File: src/pxrb_pkg.sv
// constants, masks and types for the extended management register bank
package pxrb_pkg;

  // register indices; byte address on the bus is four times the index
  localparam logic [5:0] PXRB_IDX_STATUS = 6'h10;
  localparam logic [5:0] PXRB_IDX_FCC = 6'h14;
  localparam logic [5:0] PXRB_IDX_REC = 6'h15;
  localparam logic [5:0] PXRB_IDX_PCS = 6'h16;
  localparam logic [5:0] PXRB_IDX_RBR = 6'h17;
  localparam logic [5:0] PXRB_IDX_LED = 6'h18;
  localparam logic [5:0] PXRB_IDX_TRANSCEIVER_CONTROL = 6'h19;
  localparam logic [5:0] PXRB_IDX_TBT = 6'h1a;
  localparam logic [5:0] PXRB_IDX_CDC = 6'h1b;
  localparam logic [5:0] PXRB_IDX_ENERGY_DETECT_CTRL = 6'h1d;
  localparam logic [5:0] PXRB_IDX_IRQ_ST = 6'h20;
  localparam logic [5:0] PXRB_IDX_IRQ_MASK = 6'h21;

  // live status layout: implemented bits, latched-high bits, latched-low bits
  localparam logic [15:0] PXRB_STS_USED = 16'h7f7f;
  localparam logic [15:0] PXRB_STS_LH = 16'h2960;
  localparam logic [15:0] PXRB_STS_LL = 16'h0001;

  // software-writable bits of each control register
  localparam logic [15:0] PXRB_PCS_WMASK = 16'h0fa7;
  localparam logic [15:0] PXRB_RBR_WMASK = 16'hbff3;
  localparam logic [15:0] PXRB_LED_WMASK = 16'h0012;
  localparam logic [15:0] PXRB_TRANSCEIVER_CONTROL_WMASK = 16'hfdbf;
  localparam logic [15:0] PXRB_TBT_WMASK = 16'h0fc3;
  localparam logic [15:0] PXRB_CDC_WMASK = 16'h0037;
  localparam logic [15:0] PXRB_ENERGY_DETECT_CTRL_WMASK = 16'hf800;

  // values after reset
  localparam logic [15:0] PXRB_PCS_RST = 16'h0000;
  localparam logic [15:0] PXRB_RBR_RST = 16'h0000;
  localparam logic [15:0] PXRB_LED_RST = 16'h0000;
  localparam logic [15:0] PXRB_TRANSCEIVER_CONTROL_RST = 16'h0000;
  localparam logic [15:0] PXRB_TBT_RST = 16'h0000;
  localparam logic [15:0] PXRB_CDC_RST = 16'h0000;
  localparam logic [15:0] PXRB_ENERGY_DETECT_CTRL_RST = 16'h0000;
  localparam logic [7:0] PXRB_CNT_RST = 8'h00;
  localparam logic [7:0] PXRB_CNT_MAX = 8'hff;

  // field positions
  localparam int PXRB_BIT_LINK = 0;
  localparam int PXRB_BIT_BIST_START = 8;
  localparam int PXRB_BIT_BIST_STATUS = 9;
  localparam int PXRB_BIT_RBR_OVF = 3;
  localparam int PXRB_BIT_RBR_UNF = 2;
  localparam int PXRB_BIT_POLARITY = 4;
  localparam int PXRB_BIT_ED_PWR = 10;

  // interrupt status / mask layout
  localparam int PXRB_IRQ_W = 4;
  localparam int PXRB_IRQ_FC = 0;
  localparam int PXRB_IRQ_RXE = 1;
  localparam int PXRB_IRQ_LINK_LOST = 2;
  localparam int PXRB_IRQ_BIST_DONE = 3;
  localparam logic [PXRB_IRQ_W-1:0] PXRB_IRQ_RST = 4'h0;

  // bus answer phase
  typedef enum logic {PXRB_IDLE, PXRB_ANSWER} pxrb_phase_t;

endpackage

File: src/pxrb_bank.sv
// extended management register bank with avalon-mm slave and interrupt
module pxrb_bank
  import pxrb_pkg::*;
(
  input wire logic ref_clk_i,
  input wire logic rst_i,
  input wire logic [7:0] avs_address_i,
  input wire logic avs_read_i,
  input wire logic avs_write_i,
  input wire logic [31:0] avs_writedata_i,
  input wire logic [3:0] avs_byteenable_i,
  output logic [31:0] avs_readdata_o,
  output logic avs_waitrequest_o,
  input wire logic [15:0] status_live_i,
  input wire logic false_carrier_evt_i,
  input wire logic rx_error_evt_i,
  input wire logic [1:0] elast_flags_i,
  input wire logic bist_done_i,
  input wire logic bist_status_i,
  input wire logic polarity_i,
  input wire logic [7:0] bist_err_count_i,
  input wire logic ed_pwr_state_i,
  input wire logic [1:0] ed_met_i,
  input wire logic [3:0] ed_err_count_i,
  input wire logic [3:0] ed_data_count_i,
  output logic [15:0] pcs_cfg_o,
  output logic [15:0] rbr_ctrl_o,
  output logic [15:0] led_ctrl_o,
  output logic [15:0] phy_ctrl_o,
  output logic [15:0] tbt_ctrl_o,
  output logic [15:0] cdc_ctrl_o,
  output logic [15:0] energy_detect_ctrl_ctrl_o,
  output logic irq_o
);

  typedef struct packed {
    pxrb_phase_t phase;
    logic [15:0] rdata;
    logic [15:0] lat_hi;
    logic [15:0] lat_lo;
    logic [7:0] fc_cnt;
    logic [7:0] rxe_cnt;
    logic [1:0] elast_lat;
    logic [15:0] pcs;
    logic [15:0] reduced_mii_bypass_ctrl;
    logic [15:0] led;
    logic [15:0] transceiver_control;
    logic [15:0] tbt;
    logic [15:0] cdc;
    logic [15:0] energy_detect_ctrl;
    logic [PXRB_IRQ_W-1:0] irq_st;
    logic [PXRB_IRQ_W-1:0] irq_mask;
  } pxrb_state_t;

  pxrb_state_t st_r;
  pxrb_state_t st_nxt;

  logic [5:0] idx;
  logic req;
  logic accept;
  logic rd_acc;
  logic wr_acc;
  logic [15:0] rd_val;
  logic [15:0] sts_view;

  // merge writable bits of a write, honouring the two low byte lanes
  function automatic logic [15:0] wr_merge(input logic [15:0] old_v, input logic [31:0] wd,
                                           input logic [3:0] be, input logic [15:0] wmask);
    logic [15:0] m;
    m = wmask & {{8{be[1]}}, {8{be[0]}}};
    return (old_v & ~m) | (wd[15:0] & m);
  endfunction

  // saturating event counter; a read clears it but an event in that cycle still counts
  function automatic logic [7:0] cnt_step(input logic [7:0] c, input logic evt,
                                          input logic clr);
    logic [7:0] base;
    base = clr ? PXRB_CNT_RST : c;
    if (evt && base != PXRB_CNT_MAX) begin
      return base + 8'h01;
    end
    return base;
  endfunction

  // bus request decode; a request is taken in the idle phase, answered one cycle later
  assign idx = avs_address_i[7:2];
  assign req = avs_read_i | avs_write_i;
  assign accept = req && (st_r.phase == PXRB_IDLE);
  assign rd_acc = accept && avs_read_i;
  assign wr_acc = accept && avs_write_i;
  assign avs_waitrequest_o = req && (st_r.phase != PXRB_ANSWER);

  // status view: live bits overlaid with the latched ones
  always_comb begin
    sts_view = status_live_i & ~PXRB_STS_LH & ~PXRB_STS_LL;
    sts_view = sts_view | ((status_live_i | st_r.lat_hi) & PXRB_STS_LH);
    sts_view = sts_view | (status_live_i & ~st_r.lat_lo & PXRB_STS_LL);
    sts_view = sts_view & PXRB_STS_USED;
  end

  // read multiplexer over registers and live inputs
  always_comb begin
    rd_val = 16'h0000;
    case (idx)
      PXRB_IDX_STATUS: rd_val = sts_view;
      PXRB_IDX_FCC: rd_val = {8'h00, st_r.fc_cnt};
      PXRB_IDX_REC: rd_val = {8'h00, st_r.rxe_cnt};
      PXRB_IDX_PCS: rd_val = st_r.pcs;
      PXRB_IDX_RBR: rd_val = st_r.reduced_mii_bypass_ctrl | {12'h000, st_r.elast_lat, 2'h0};
      PXRB_IDX_LED: rd_val = st_r.led;
      PXRB_IDX_TRANSCEIVER_CONTROL: begin
        rd_val = st_r.transceiver_control;
        rd_val[PXRB_BIT_BIST_STATUS] = bist_status_i;
      end
      PXRB_IDX_TBT: begin
        rd_val = st_r.tbt;
        rd_val[PXRB_BIT_POLARITY] = polarity_i;
      end
      PXRB_IDX_CDC: rd_val = st_r.cdc | {bist_err_count_i, 8'h00};
      PXRB_IDX_ENERGY_DETECT_CTRL: rd_val = st_r.energy_detect_ctrl | {5'h00, ed_pwr_state_i, ed_met_i,
                                           ed_err_count_i, ed_data_count_i};
      PXRB_IDX_IRQ_ST: rd_val = {12'h000, st_r.irq_st};
      PXRB_IDX_IRQ_MASK: rd_val = {12'h000, st_r.irq_mask};
      default: rd_val = 16'h0000;
    endcase
  end

  // next state of the whole bank
  always_comb begin
    st_nxt = st_r;
    st_nxt.phase = accept ? PXRB_ANSWER : PXRB_IDLE;
    if (rd_acc) begin
      st_nxt.rdata = rd_val;
    end

    // latch high and latch low, both re-armed by a status read
    if (rd_acc && idx == PXRB_IDX_STATUS) begin
      st_nxt.lat_hi = status_live_i & PXRB_STS_LH;
      st_nxt.lat_lo = ~status_live_i & PXRB_STS_LL;
    end else begin
      st_nxt.lat_hi = st_r.lat_hi | (status_live_i & PXRB_STS_LH);
      st_nxt.lat_lo = st_r.lat_lo | (~status_live_i & PXRB_STS_LL);
    end

    st_nxt.fc_cnt = cnt_step(st_r.fc_cnt, false_carrier_evt_i,
                             rd_acc && idx == PXRB_IDX_FCC);
    st_nxt.rxe_cnt = cnt_step(st_r.rxe_cnt, rx_error_evt_i,
                              rd_acc && idx == PXRB_IDX_REC);

    // elastic buffer flags held until the register is read
    if (rd_acc && idx == PXRB_IDX_RBR) begin
      st_nxt.elast_lat = elast_flags_i;
    end else begin
      st_nxt.elast_lat = st_r.elast_lat | elast_flags_i;
    end

    // bist start drops once the run is done
    if (bist_done_i) begin
      st_nxt.transceiver_control[PXRB_BIT_BIST_START] = 1'b0;
    end

    // register writes; masks keep read-only and reserved bits untouched
    if (wr_acc) begin
      case (idx)
        PXRB_IDX_PCS: st_nxt.pcs = wr_merge(st_r.pcs, avs_writedata_i, avs_byteenable_i,
                                            PXRB_PCS_WMASK);
        PXRB_IDX_RBR: st_nxt.reduced_mii_bypass_ctrl = wr_merge(st_r.reduced_mii_bypass_ctrl, avs_writedata_i, avs_byteenable_i,
                                            PXRB_RBR_WMASK);
        PXRB_IDX_LED: st_nxt.led = wr_merge(st_r.led, avs_writedata_i, avs_byteenable_i,
                                            PXRB_LED_WMASK);
        // a new start write wins over a done in the same cycle
        PXRB_IDX_TRANSCEIVER_CONTROL: st_nxt.transceiver_control = wr_merge(st_nxt.transceiver_control, avs_writedata_i,
                                                avs_byteenable_i, PXRB_TRANSCEIVER_CONTROL_WMASK);
        PXRB_IDX_TBT: st_nxt.tbt = wr_merge(st_r.tbt, avs_writedata_i, avs_byteenable_i,
                                            PXRB_TBT_WMASK);
        PXRB_IDX_CDC: st_nxt.cdc = wr_merge(st_r.cdc, avs_writedata_i, avs_byteenable_i,
                                            PXRB_CDC_WMASK);
        PXRB_IDX_ENERGY_DETECT_CTRL: st_nxt.energy_detect_ctrl = wr_merge(st_r.energy_detect_ctrl, avs_writedata_i, avs_byteenable_i,
                                              PXRB_ENERGY_DETECT_CTRL_WMASK);
        PXRB_IDX_IRQ_ST: begin
          if (avs_byteenable_i[0]) begin
            st_nxt.irq_st = st_r.irq_st & ~avs_writedata_i[PXRB_IRQ_W-1:0];
          end
        end
        PXRB_IDX_IRQ_MASK: begin
          if (avs_byteenable_i[0]) begin
            st_nxt.irq_mask = avs_writedata_i[PXRB_IRQ_W-1:0];
          end
        end
        default: st_nxt.irq_mask = st_r.irq_mask;
      endcase
    end

    // sticky events set after the clear so a same-cycle event is never lost
    if (false_carrier_evt_i) begin
      st_nxt.irq_st[PXRB_IRQ_FC] = 1'b1;
    end
    if (rx_error_evt_i) begin
      st_nxt.irq_st[PXRB_IRQ_RXE] = 1'b1;
    end
    if (!status_live_i[PXRB_BIT_LINK] && !st_r.lat_lo[PXRB_BIT_LINK]) begin
      st_nxt.irq_st[PXRB_IRQ_LINK_LOST] = 1'b1;
    end
    if (bist_done_i) begin
      st_nxt.irq_st[PXRB_IRQ_BIST_DONE] = 1'b1;
    end
  end

  // single state register, synchronous reset
  always_ff @(posedge ref_clk_i) begin
    if (rst_i) begin
      st_r <= '{phase: PXRB_IDLE, rdata: 16'h0000, lat_hi: 16'h0000, lat_lo: 16'h0000,
                fc_cnt: PXRB_CNT_RST, rxe_cnt: PXRB_CNT_RST, elast_lat: 2'h0,
                pcs: PXRB_PCS_RST, reduced_mii_bypass_ctrl: PXRB_RBR_RST, led: PXRB_LED_RST,
                transceiver_control: PXRB_TRANSCEIVER_CONTROL_RST, tbt: PXRB_TBT_RST, cdc: PXRB_CDC_RST,
                energy_detect_ctrl: PXRB_ENERGY_DETECT_CTRL_RST, irq_st: PXRB_IRQ_RST, irq_mask: PXRB_IRQ_RST};
    end else begin
      st_r <= st_nxt;
    end
  end

  // outputs straight from the state register
  assign avs_readdata_o = {16'h0000, st_r.rdata};
  assign pcs_cfg_o = st_r.pcs;
  assign rbr_ctrl_o = st_r.reduced_mii_bypass_ctrl;
  assign led_ctrl_o = st_r.led;
  assign phy_ctrl_o = st_r.transceiver_control;
  assign tbt_ctrl_o = st_r.tbt;
  assign cdc_ctrl_o = st_r.cdc;
  assign energy_detect_ctrl_ctrl_o = st_r.energy_detect_ctrl;
  assign irq_o = |(st_r.irq_st & st_r.irq_mask);
endmodule

File: config.mk
export PLATFORM = sky130hd
export DESIGN_NAME = pxrb_bank
export DESIGN_NICKNAME = d
export VERILOG_FILES = /design/src/pxrb_pkg.sv /design/src/pxrb_bank.sv
export SDC_FILE = /design/constraint.sdc
export NUM_CORES = 1
export LEC_CHECK = 0
export BUFFER_PORTS_ARGS = -buffer_cell sky130_fd_sc_hd__clkbuf_2
export CORE_MARGIN = 8
export CORE_UTILIZATION = 53
export CTS_CLUSTER_SIZE = 10
export DETAILED_ROUTE_END_ITERATION = 8
export GPL_TIMING_DRIVEN = 0
export PLACE_DENSITY = 0.86
export SLEW_MARGIN = 5
export SYNTH_ARGS = -nofsm -noshare
export SYNTH_HDL_FRONTEND = slang
export SYNTH_SLANG_ARGS = --single-unit
File: constraint.sdc
create_clock -name ref_clk_i -period 3.4 [get_ports ref_clk_i]
set_input_delay 0.17 -clock ref_clk_i [delete_from_list [all_inputs] [get_ports ref_clk_i]]
set_output_delay 0.17 -clock ref_clk_i [all_outputs]
set_load 0.02 [all_outputs]
==> results.yml, run 1 <==
timing:
  period_needed_ps: 2030
  finClkSkew_ps: 15.9
  setup_viol: 0
  max_freq_mhz: 493
  rsz0062_at_grt: "false"
  slew_headroom: 0.280
  min_period_over_period: 0.597
  finalMaxSlewViolations: 0
  hold_viol_final: 0
  max_slew.worst_pin.slew_ps: 1080
  fin_tns_setup_ps: 0
critical_path:
  crit_path_start: "st_r[186]"
  worstPathRequired_ps: 3660
  worstPathMaxFanout: 10
  slowest_stage: "clkbuf_1"
  worstSetupPathType: "flip-flop to flip-flop"
  worst_path_largest_cell_delay_ps: 530
  cp.arrival_ps: 2290
  path_cells: "nor2b_1, clkbuf_1, nand2_1, a21oi_1, nor2_1"
  startpoint_type: "flip-flop"
  r2r-start: "st_r[186]"
  worst_setup_path_end_kind: "flip-flop"
drt:
  vias_per_cell: 5.32
  drt_first_iter_violations: 558
  route.detailed.drc: 0
  vias: 5665
  drtPass1Iterations: 7
  ant_nets: 0
  routed_wl_um: 18800
  routedWlPerCell_um: 17.7
clocking:
  clkTransAtPathRegs_ps: 110
  cts_made_buffers: 9
  clock-root-buffer: "clkbuf_8"
  cts_tree: "built"
  clkLatencyLatePin_ps: 390
  cts.sinks: 105
  htree_levels: 3
  clockBufferDepth: 2
grt:
  antenna_found_initial: 0
  grt_pass1_wl_um: 28400
  grt_max_degree: 21
  track_usage: 0.246
  grt_overflow: 0
  first_global_vias: 5260
synthesis:
  async_reset_ff_frac: 0
  yosysWarnings: 0
  synthSimpleGateAreaFrac: 0.195
  yosys-top-cells-area: "dfxtp_1 35%, buf_4 19%, mux2i_1 9.1%"
  synth-seq-cells: 105
  post-synth-top-area-cell: "dfxtp_1"
  seq_area_frac_synth: 0.355
  synth.avg_cell_area_um2: 8.49
  muxShareOfSynthArea: 0.0950
  synth_ff_type: "dfxtp_1"
  synth_top_family_by_area: "buffers and inverters"
  synth_fa_ha_area_frac: 0
  synth-compound-area-share: 0.141
  synthXorXnorAreaFrac: 0.00591
  synth_top_area_share: 0.355
  post_synth_inst_count: 698
  synth-edff-count: 0
  syn_area_um2: 5930
  synth_cell_types: 59
min_path:
  hp-class: "input port to flip-flop"
  hold_start: "status_live_i[8]"
die:
  core_um2: 10900
  chipWidth_um: 122
  io_pins: 236
  start_util: 0.544
  die_area_um2: 14800
  rows: 38
  die_h_um: 122
finish:
  insertedDiodeCount: 0
  multi_input_area_um2: 2870
  drive_gt1_frac: 0.359
  layout_commonest_cell: "buf_4"
  area_growth_syn_to_layout_pct: 22.7
  finalNetCount: 1009
  regArea_um2: 2100
  fill_cells: 957
  layout_common_cells: "148 x buf_4, 139 x clkbuf_2, 105 x dfxtp_1, 97 x nor2_1, 72 x conb_1"
  instances_no_fill: 1064
power_and_ir_drop:
  power_leakage_nw: 3.37
  power_density_nw_per_um2: 330
  ir_drop_mv: 0.204
  p_total_mw: 2.40
run_status:
  status: "completed"
placed_design:
  hpwlAfterDp_um: 14700
  io_buffer_count: 138
  place_congestion: 0.998
  placed_cells: 1047
run:
  drv_cap: 0
## through the flow
step | setup slack (ps) | hold slack (ps) | cell area, um2 | util
after floorplan | 1770 | 262 | 6190 | -
after global routing | 1260 | 2.21 | 7270 | 0.668
after detailed placement | 1120 | 386 | 7060 | 0.648
after global placement | 1090 | 383 | 7060 | 0.648
final | 1370 | 0.231 | 7270 | 0.668
after CTS | 1200 | 4.65 | 7270 | 0.667
## worst paths after layout
check                            end  slack [ps]  depth (start not counted)
setup / recovery           st_r[159]        1370                          5
hold / removal             st_r[162]         0.2                          3
setup reg to reg           st_r[159]        1370                          5
hold reg to reg   avs_readdata_o[12]         470                          1
## routing by layer
layer / GRT usage / routed length (um) / vias to the layer above / share of wire
met5: 0 / 0 / - / 0
met4: 0.103 / 471 / 0 / 0.025
met3: 0.0504 / 2100 / 45 / 0.11
met2: 0.389 / 8660 / 351 / 0.46
met1: 0.319 / 7610 / 2599 / 0.40
li1: - / - / 2670 / -
## report_power, final
part / internal, mW / switching [mW] / leakage, nW / total [mW]
Combinational: 0.131 / 0.218 / 2.42 / 0.350
Sequential: 1.25 / 0.0199 / 0.851 / 1.27
Clock: 0.290 / 0.496 / 0.0970 / 0.786
Total: 1.67 / 0.734 / 3.37 / 2.40
## timing repair
action | in CTS | in global routing
endpoints found under the hold margin | 1 | 0
resized for setup | 0 | 0
buffers inserted | 0 | 0
hold buffers | 1 | 0
## synthesized netlist by cell type, types with 3 or more instances
cell type,count
nand2_1,51
nand2b_1,5
and3_1,3
and2_1,3
buf_2,5
clkbuf_1,16
nand4_1,5
o21ai_0,4
mux2i_1,54
a211oi_1,4
inv_1,5
nor2_1,97
nor2b_1,3
buf_4,148
a22o_1,10
a222oi_1,7
nor2_2,5
xnor2_1,3
a31oi_1,6
or2_2,4
a21oi_1,35
o21a_1,5
nor3_2,3
a221oi_1,3
nand3_1,22
nand4b_1,3
nor3_1,16
dfxtp_1,105
a22oi_1,29
## critical path, delay by kind of cell (launching register included)
kind	cells	cell delay, ps
flip-flops	1	390
AND/OR/NAND/NOR	3	720
buffers and inverters	1	530
AO/OA/AOI/OAI	1	250
## cell type report
cell class | count | share of cell area
plain buffers | 171 | 0.167
clock buffers | 9 | 0.0170
clock inverters | 7 | 0.00998
inverters | 5 | 0.00258
multi-input cells | 488 | 0.394
flip-flops and latches | 105 | 0.289
well taps | 140 | 0.0241
repair buffers | 139 | 0.0964
## cells by family after synthesis
group           after synthesis
simple gates                238
buf+inv                     176
mux                          56
flops                       105
xor+xnor                      4
other cells                   1
compound gates              118
Power figures use the tool's default switching activity.
==> run 2, diff against run 1 <==
--- a/config.mk
+++ b/config.mk
@@ -7,11 +7,11 @@
 export LEC_CHECK = 0
 export BUFFER_PORTS_ARGS = -buffer_cell sky130_fd_sc_hd__clkbuf_2
 export CORE_MARGIN = 8
-export CORE_UTILIZATION = 53
+export CORE_UTILIZATION = 45
 export CTS_CLUSTER_SIZE = 10
 export DETAILED_ROUTE_END_ITERATION = 8
 export GPL_TIMING_DRIVEN = 0
-export PLACE_DENSITY = 0.86
+export PLACE_DENSITY = 0.78
 export SLEW_MARGIN = 5
 export SYNTH_ARGS = -nofsm -noshare
 export SYNTH_HDL_FRONTEND = slang
==> constraint.sdc (replaced) <==
create_clock -name ref_clk_i -period 1.79 [get_ports ref_clk_i]
set_input_delay 0.0895 -clock ref_clk_i [delete_from_list [all_inputs] [get_ports ref_clk_i]]
set_output_delay 0.0895 -clock ref_clk_i [all_outputs]
set_load 0.02 [all_outputs]
==> run 2 against run 1 <==
Effect of this change: global-route usage is 1.9 points lower; hold slack improved by 9.9 ps; via count is 0.28% higher; critical path type is now input port to flip-flop; largest power group unchanged.
==> results.yml, run 2 (synthesized netlist as in run 1, its figures left out) <==
timing:
  setup_viol: 0
  period_needed_ps: 1770
  finalMaxSlewViolations: 0
  rsz0062_at_grt: "true"
  max_freq_mhz: 565
  max_slew.worst_pin.slew_ps: 1030
  hold_viol_final: 0
  hold_slack_ps: 10.2
  finClkSkew_ps: 5.50
  slew_headroom: 0.310
  min_period_over_period: 0.988
run:
  drv_cap: 0
drt:
  ant_nets: 0
  vias_per_cell: 5.10
  route.detailed.drc: 0
  routed_wl_um: 20200
  drt_first_iter_violations: 792
  vias: 5681
  drtPass1Iterations: 5
  routedWlPerCell_um: 18.1
placed_design:
  hpwlAfterDp_um: 15400
  place_congestion: 0.965
  placed_cells: 1083
  io_buffer_count: 138
critical_path:
  worstPathRequired_ps: 2090
  cp.arrival_ps: 2070
  worstSetupPathType: "input port to flip-flop"
  startpoint_type: "input port"
  worstPathMaxFanout: 10
  worst_setup_path_end_kind: "flip-flop"
run_status:
  status: "completed"
die:
  die_area_um2: 17100
  start_util: 0.455
  rows: 42
  core_um2: 13000
  die_h_um: 131
  io_pins: 236
  chipWidth_um: 131
finish:
  fin_util: 0.587
  layout_common_cells: "154 x buf_4, 141 x clkbuf_2, 105 x dfxtp_1, 96 x nor2_1, 72 x conb_1"
  insertedDiodeCount: 0
  drive_gt1_frac: 0.370
  finalNetCount: 1023
  area_growth_syn_to_layout_pct: 29.0
  instances_no_fill: 1114
  layout_commonest_cell: "buf_4"
grt:
  grt_overflow: 0
  grt_pass1_wl_um: 29400
  grt_max_degree: 18
  antenna_found_initial: 0
  first_global_vias: 5289
  track_usage: 0.227
power_and_ir_drop:
  p_comb_frac: 0.133
  p_int_mw: 3.91
  sw_frac_of_total: 0.263
  p_total_mw: 5.31
  ir_drop_mv: 0.437
  power_leakage_nw: 3.55
  seqPwrFrac: 0.453
  power_density_nw_per_um2: 694
  switchingPower_mw: 1.40
  clockPowerShare: 0.414
clocking:
  clkLatencyLatePin_ps: 350
  cts.sinks: 105
  clkTransAtPathRegs_ps: 70
  cts_made_buffers: 9
  clockBufferDepth: 2
  clock-root-buffer: "clkbuf_16"
  htree_levels: 3
  cts_tree: "built"
min_path:
  hp-class: "input port to flip-flop"
run 2: worst max-delay path: stages:
cell      delay, ps
clkbuf_2        100
buf_4           180
nand2b_1        280
nor2_1          850
a22oi_1         150
a21oi_1         300
a21o_1          110
run 2: worst paths after layout:
path	startpoint	endpoint	slack, ps	cells past startpoint
setup / recovery	avs_address_i[4]	avs_readdata_o[12]	20	7
hold / removal	avs_writedata_i[14]	flip-flop	10	3
hold reg to reg	avs_readdata_o[12]	avs_readdata_o[12]	460	1
setup reg to reg	st_r[186]	flip-flop	60	4
run 2: what timing repair did:
action,4_1_cts,5_1_grt
pin swaps,0,3
gates resized for setup,5,11
endpoints found under the hold margin,9,0
hold buffers,9,0
buffers inserted,0,6
endpoints found under the setup margin,33,33
gates cloned,0,0
run 2: power by group through the flow:
stage | registers [mW] | logic [mW] | clock network [mW]
6_report | 2.40 | 0.706 | 2.20
3_3_place_gp | 2.46 | 0.646 | 0
2_1_floorplan | 2.45 | 0.455 | 0
3_5_place_dp | 2.46 | 0.651 | 0
5_1_grt | 2.41 | 0.749 | 2.29
4_1_cts | 2.40 | 0.675 | 2.19
run 2: layout make-up:
cell class | instances | area, um2
clock buffer | 10 | 239
fill | 1212 | 5390
inverter | 5 | 18.8
clock inverter | 6 | 90.1
sequential | 105 | 2100
buffer | 171 | 1210
tap | 176 | 220
timing repair buffer | 153 | 826
multi-input combinational | 488 | 2940
run 2: per-layer routing:
layer,vias to the layer above,wire length [um],global-route usage
met4,0,466,0.0905
met2,316,9330,0.365
li1,2702,-,-
met1,2632,8180,0.290
met5,-,0,0
met3,31,2200,0.0479
run 2: through the flow:
| stage | instance area [um2] | worst slack (ps) | setup TNS [ps] |
|---|---|---|---|
| 2_1_floorplan | 6190 | 199 | 0 |
| 3_3_place_gp | 7100 | -291 | -11050 |
| 3_5_place_dp | 7100 | -415 | -11490 |
| 4_1_cts | 7550 | -64.6 | -470 |
| 5_1_grt | 7650 | -24.1 | -88.5 |
| 6_report | 7650 | 20.9 | 0 |
==> run 3, diff against run 2 <==
--- a/config.mk
+++ b/config.mk
@@ -6,12 +6,14 @@
 export NUM_CORES = 1
 export LEC_CHECK = 0
 export BUFFER_PORTS_ARGS = -buffer_cell sky130_fd_sc_hd__clkbuf_2
+export CAP_MARGIN = 5
 export CORE_MARGIN = 8
-export CORE_UTILIZATION = 45
+export CORE_UTILIZATION = 49
 export CTS_CLUSTER_SIZE = 10
 export DETAILED_ROUTE_END_ITERATION = 8
 export GPL_TIMING_DRIVEN = 0
-export PLACE_DENSITY = 0.78
+export PLACE_DENSITY = 0.81
+export REMOVE_ABC_BUFFERS = 1
 export SLEW_MARGIN = 5
 export SYNTH_ARGS = -nofsm -noshare
 export SYNTH_HDL_FRONTEND = slang
==> constraint.sdc (replaced) <==
create_clock -name ref_clk_i -period 1.8 [get_ports ref_clk_i]
set_input_delay 0.09 -clock ref_clk_i [delete_from_list [all_inputs] [get_ports ref_clk_i]]
set_output_delay 0.09 -clock ref_clk_i [all_outputs]
set_load 0.02 [all_outputs]
==> run 3 against run 2 <==
Effect of this change: worst setup slack improved by 23 ps; clock power up 3%; utilization fell by 3.7 points; final cell count is 17% lower; sequential share of layout area is 4.6 points higher; clock skew is 0.94 ps lower; die area is 7.2% lower; critical path type unchanged; non-clock buffer count is 161 lower; critical path depth down 1; hold slack got worse by 9.6 ps.
==> results.yml, run 3 (synthesized netlist as in run 1, its figures left out) <==
power_and_ir_drop:
  seqPwrFrac: 0.458
  p_int_mw: 3.91
  p_comb_frac: 0.107
  ir_drop_mv: 0.405
  power_leakage_nw: 2.77
  switchingPower_mw: 1.30
  clockPowerShare: 0.434
  power_density_nw_per_um2: 797
  sw_frac_of_total: 0.250
finish:
  drive_gt1_frac: 0.268
  layout_common_cells: "140 x clkbuf_2, 104 x dfxtp_1, 93 x nor2_1, 72 x conb_1, 54 x mux2i_1"
  regArea_um2: 2100
  layout_commonest_cell: "clkbuf_2"
  instances_no_fill: 924
  fill_cells: 1099
  fin_util: 0.550
  area_growth_syn_to_layout_pct: 10.5
  insertedDiodeCount: 0
  multi_input_area_um2: 3000
  finalNetCount: 862
drt:
  routedWlPerCell_um: 19.3
  ant_nets: 0
  drtPass1Iterations: 6
  routed_wl_um: 17800
  route.detailed.drc: 0
  vias: 5176
  drt_first_iter_violations: 499
  vias_per_cell: 5.60
critical_path:
  r2r-end: "avs_readdata_o[3]"
  startpoint_type: "input port"
  worst_setup_path_end_kind: "flip-flop"
  worstPathRequired_ps: 2100
  rr_worst_depth: 5
  worstPathMaxFanout: 13
  r2r-start: "st_r[186]"
  ff2ff_setup_slack_ps: 130
  worstSetupPathType: "input port to flip-flop"
  cp.arrival_ps: 2050
die:
  die_area_um2: 15900
  core_um2: 11900
  chipWidth_um: 126
  io_pins: 236
  die_h_um: 126
  start_util: 0.498
  rows: 40
run:
  drv_cap: 0
grt:
  grt_max_degree: 79
  grt_overflow: 0
  first_global_vias: 4912
  track_usage: 0.213
  grt_pass1_wl_um: 27000
  antenna_found_initial: 0
timing:
  min_period_over_period: 0.975
  hold_viol_final: 0
  period_needed_ps: 1760
  setup_viol: 0
  slew_headroom: 0.399
  finClkSkew_ps: 4.56
  max_slew.worst_pin.slew_ps: 902
  finalMaxSlewViolations: 0
  max_freq_mhz: 570
placed_design:
  placed_cells: 886
  place_congestion: 0.888
  io_buffer_count: 141
  hpwlAfterDp_um: 12800
min_path:
  whs_path_depth: 3
  hp-class: "input port to flip-flop"
  hold_end: "st_r[162]"
  hold_start: "status_live_i[8]"
clocking:
  cts_made_buffers: 9
  htree_levels: 3
  clkTransAtPathRegs_ps: 70
  cts_tree: "built"
  clock-root-buffer: "clkbuf_16"
  clkLatencyLatePin_ps: 350
  clockBufferDepth: 2
  cts.sinks: 105
run_status:
  status: "completed"
==> run 3: cell type report <==
type / count / share of cell area
clock buffer: 11 / 0.0371
clock inverter: 5 / 0.0157
inverter: 5 / 0.00287
multi-input combinational: 488 / 0.459
sequential: 105 / 0.321
tap: 147 / 0.0281
timing repair buffer: 163 / 0.136
==> run 3: repair_timing <==
| item | CTS | global route |
|---|---|---|
| setup buffers | 3 | 11 |
| resized for setup | 19 | 13 |
| pin swaps | 1 | 3 |
| endpoints found under the setup margin | 89 | 47 |
| hold buffers | 8 | 0 |
| endpoints found under the hold margin | 8 | 0 |
==> run 3: through the flow <==
| step | hold WS (ps) | setup WS, ps | cell area (um2) | TNS [ps] | power (mW) |
|---|---|---|---|---|---|
| floorplan | 159 | -19.4 | 4980 | -19.4 | 2.71 |
| global placement | 302 | -1280 | 5870 | -56960 | 2.92 |
| detailed placement | 310 | -939 | 5870 | -52610 | 2.92 |
| CTS | 3.03 | -52.2 | 6410 | -132 | 5.17 |
| global route | 23.2 | -20.1 | 6550 | -21.1 | 5.37 |
| finish | 0.568 | 44.2 | 6550 | 0 | 5.22 |
==> run 3: worst max-delay path by stage <==
stage / from / to / slack [ps] / cells after the start
3_5_place_dp: st_r[186] / avs_readdata_o[11] / -940 / 5
3_3_place_gp: rst_i / avs_readdata_o[7] / -1280 / 5
6_report: avs_address_i[5] / avs_readdata_o[3] / 40 / 6
2_1_floorplan: st_r[186] / avs_readdata_o[11] / -20 / 5
5_1_grt: avs_address_i[5] / avs_readdata_o[5] / -20 / 6
4_1_cts: st_r[186] / flip-flop / -50 / 4
==> run 3: metal layers <==
metal / global-route usage / up-vias / part of all wire
met5: 0 / - / 0
met4: 0.0863 / 0 / 0.030
met3: 0.0620 / 40 / 0.11
met2: 0.352 / 313 / 0.47
met1: 0.255 / 2437 / 0.40
li1: - / 2386 / -
==> run 3: worst max-delay path: stages <==
cell and delay, ps:
clkbuf_2 250, or4b_4 640, nor2_1 280, o21ai_0 310, nor3b_1 320, a221o_1 140
==> run 3: power groups by stage <==
stage          Combinational [mW]  Sequential, mW  Clock, mW
2_1_floorplan               0.275            2.44          0
3_3_place_gp                0.479            2.44          0
3_5_place_dp                0.482            2.44          0
4_1_cts                     0.518            2.39       2.27
5_1_grt                     0.595            2.39       2.38
6_report                    0.559            2.39       2.27
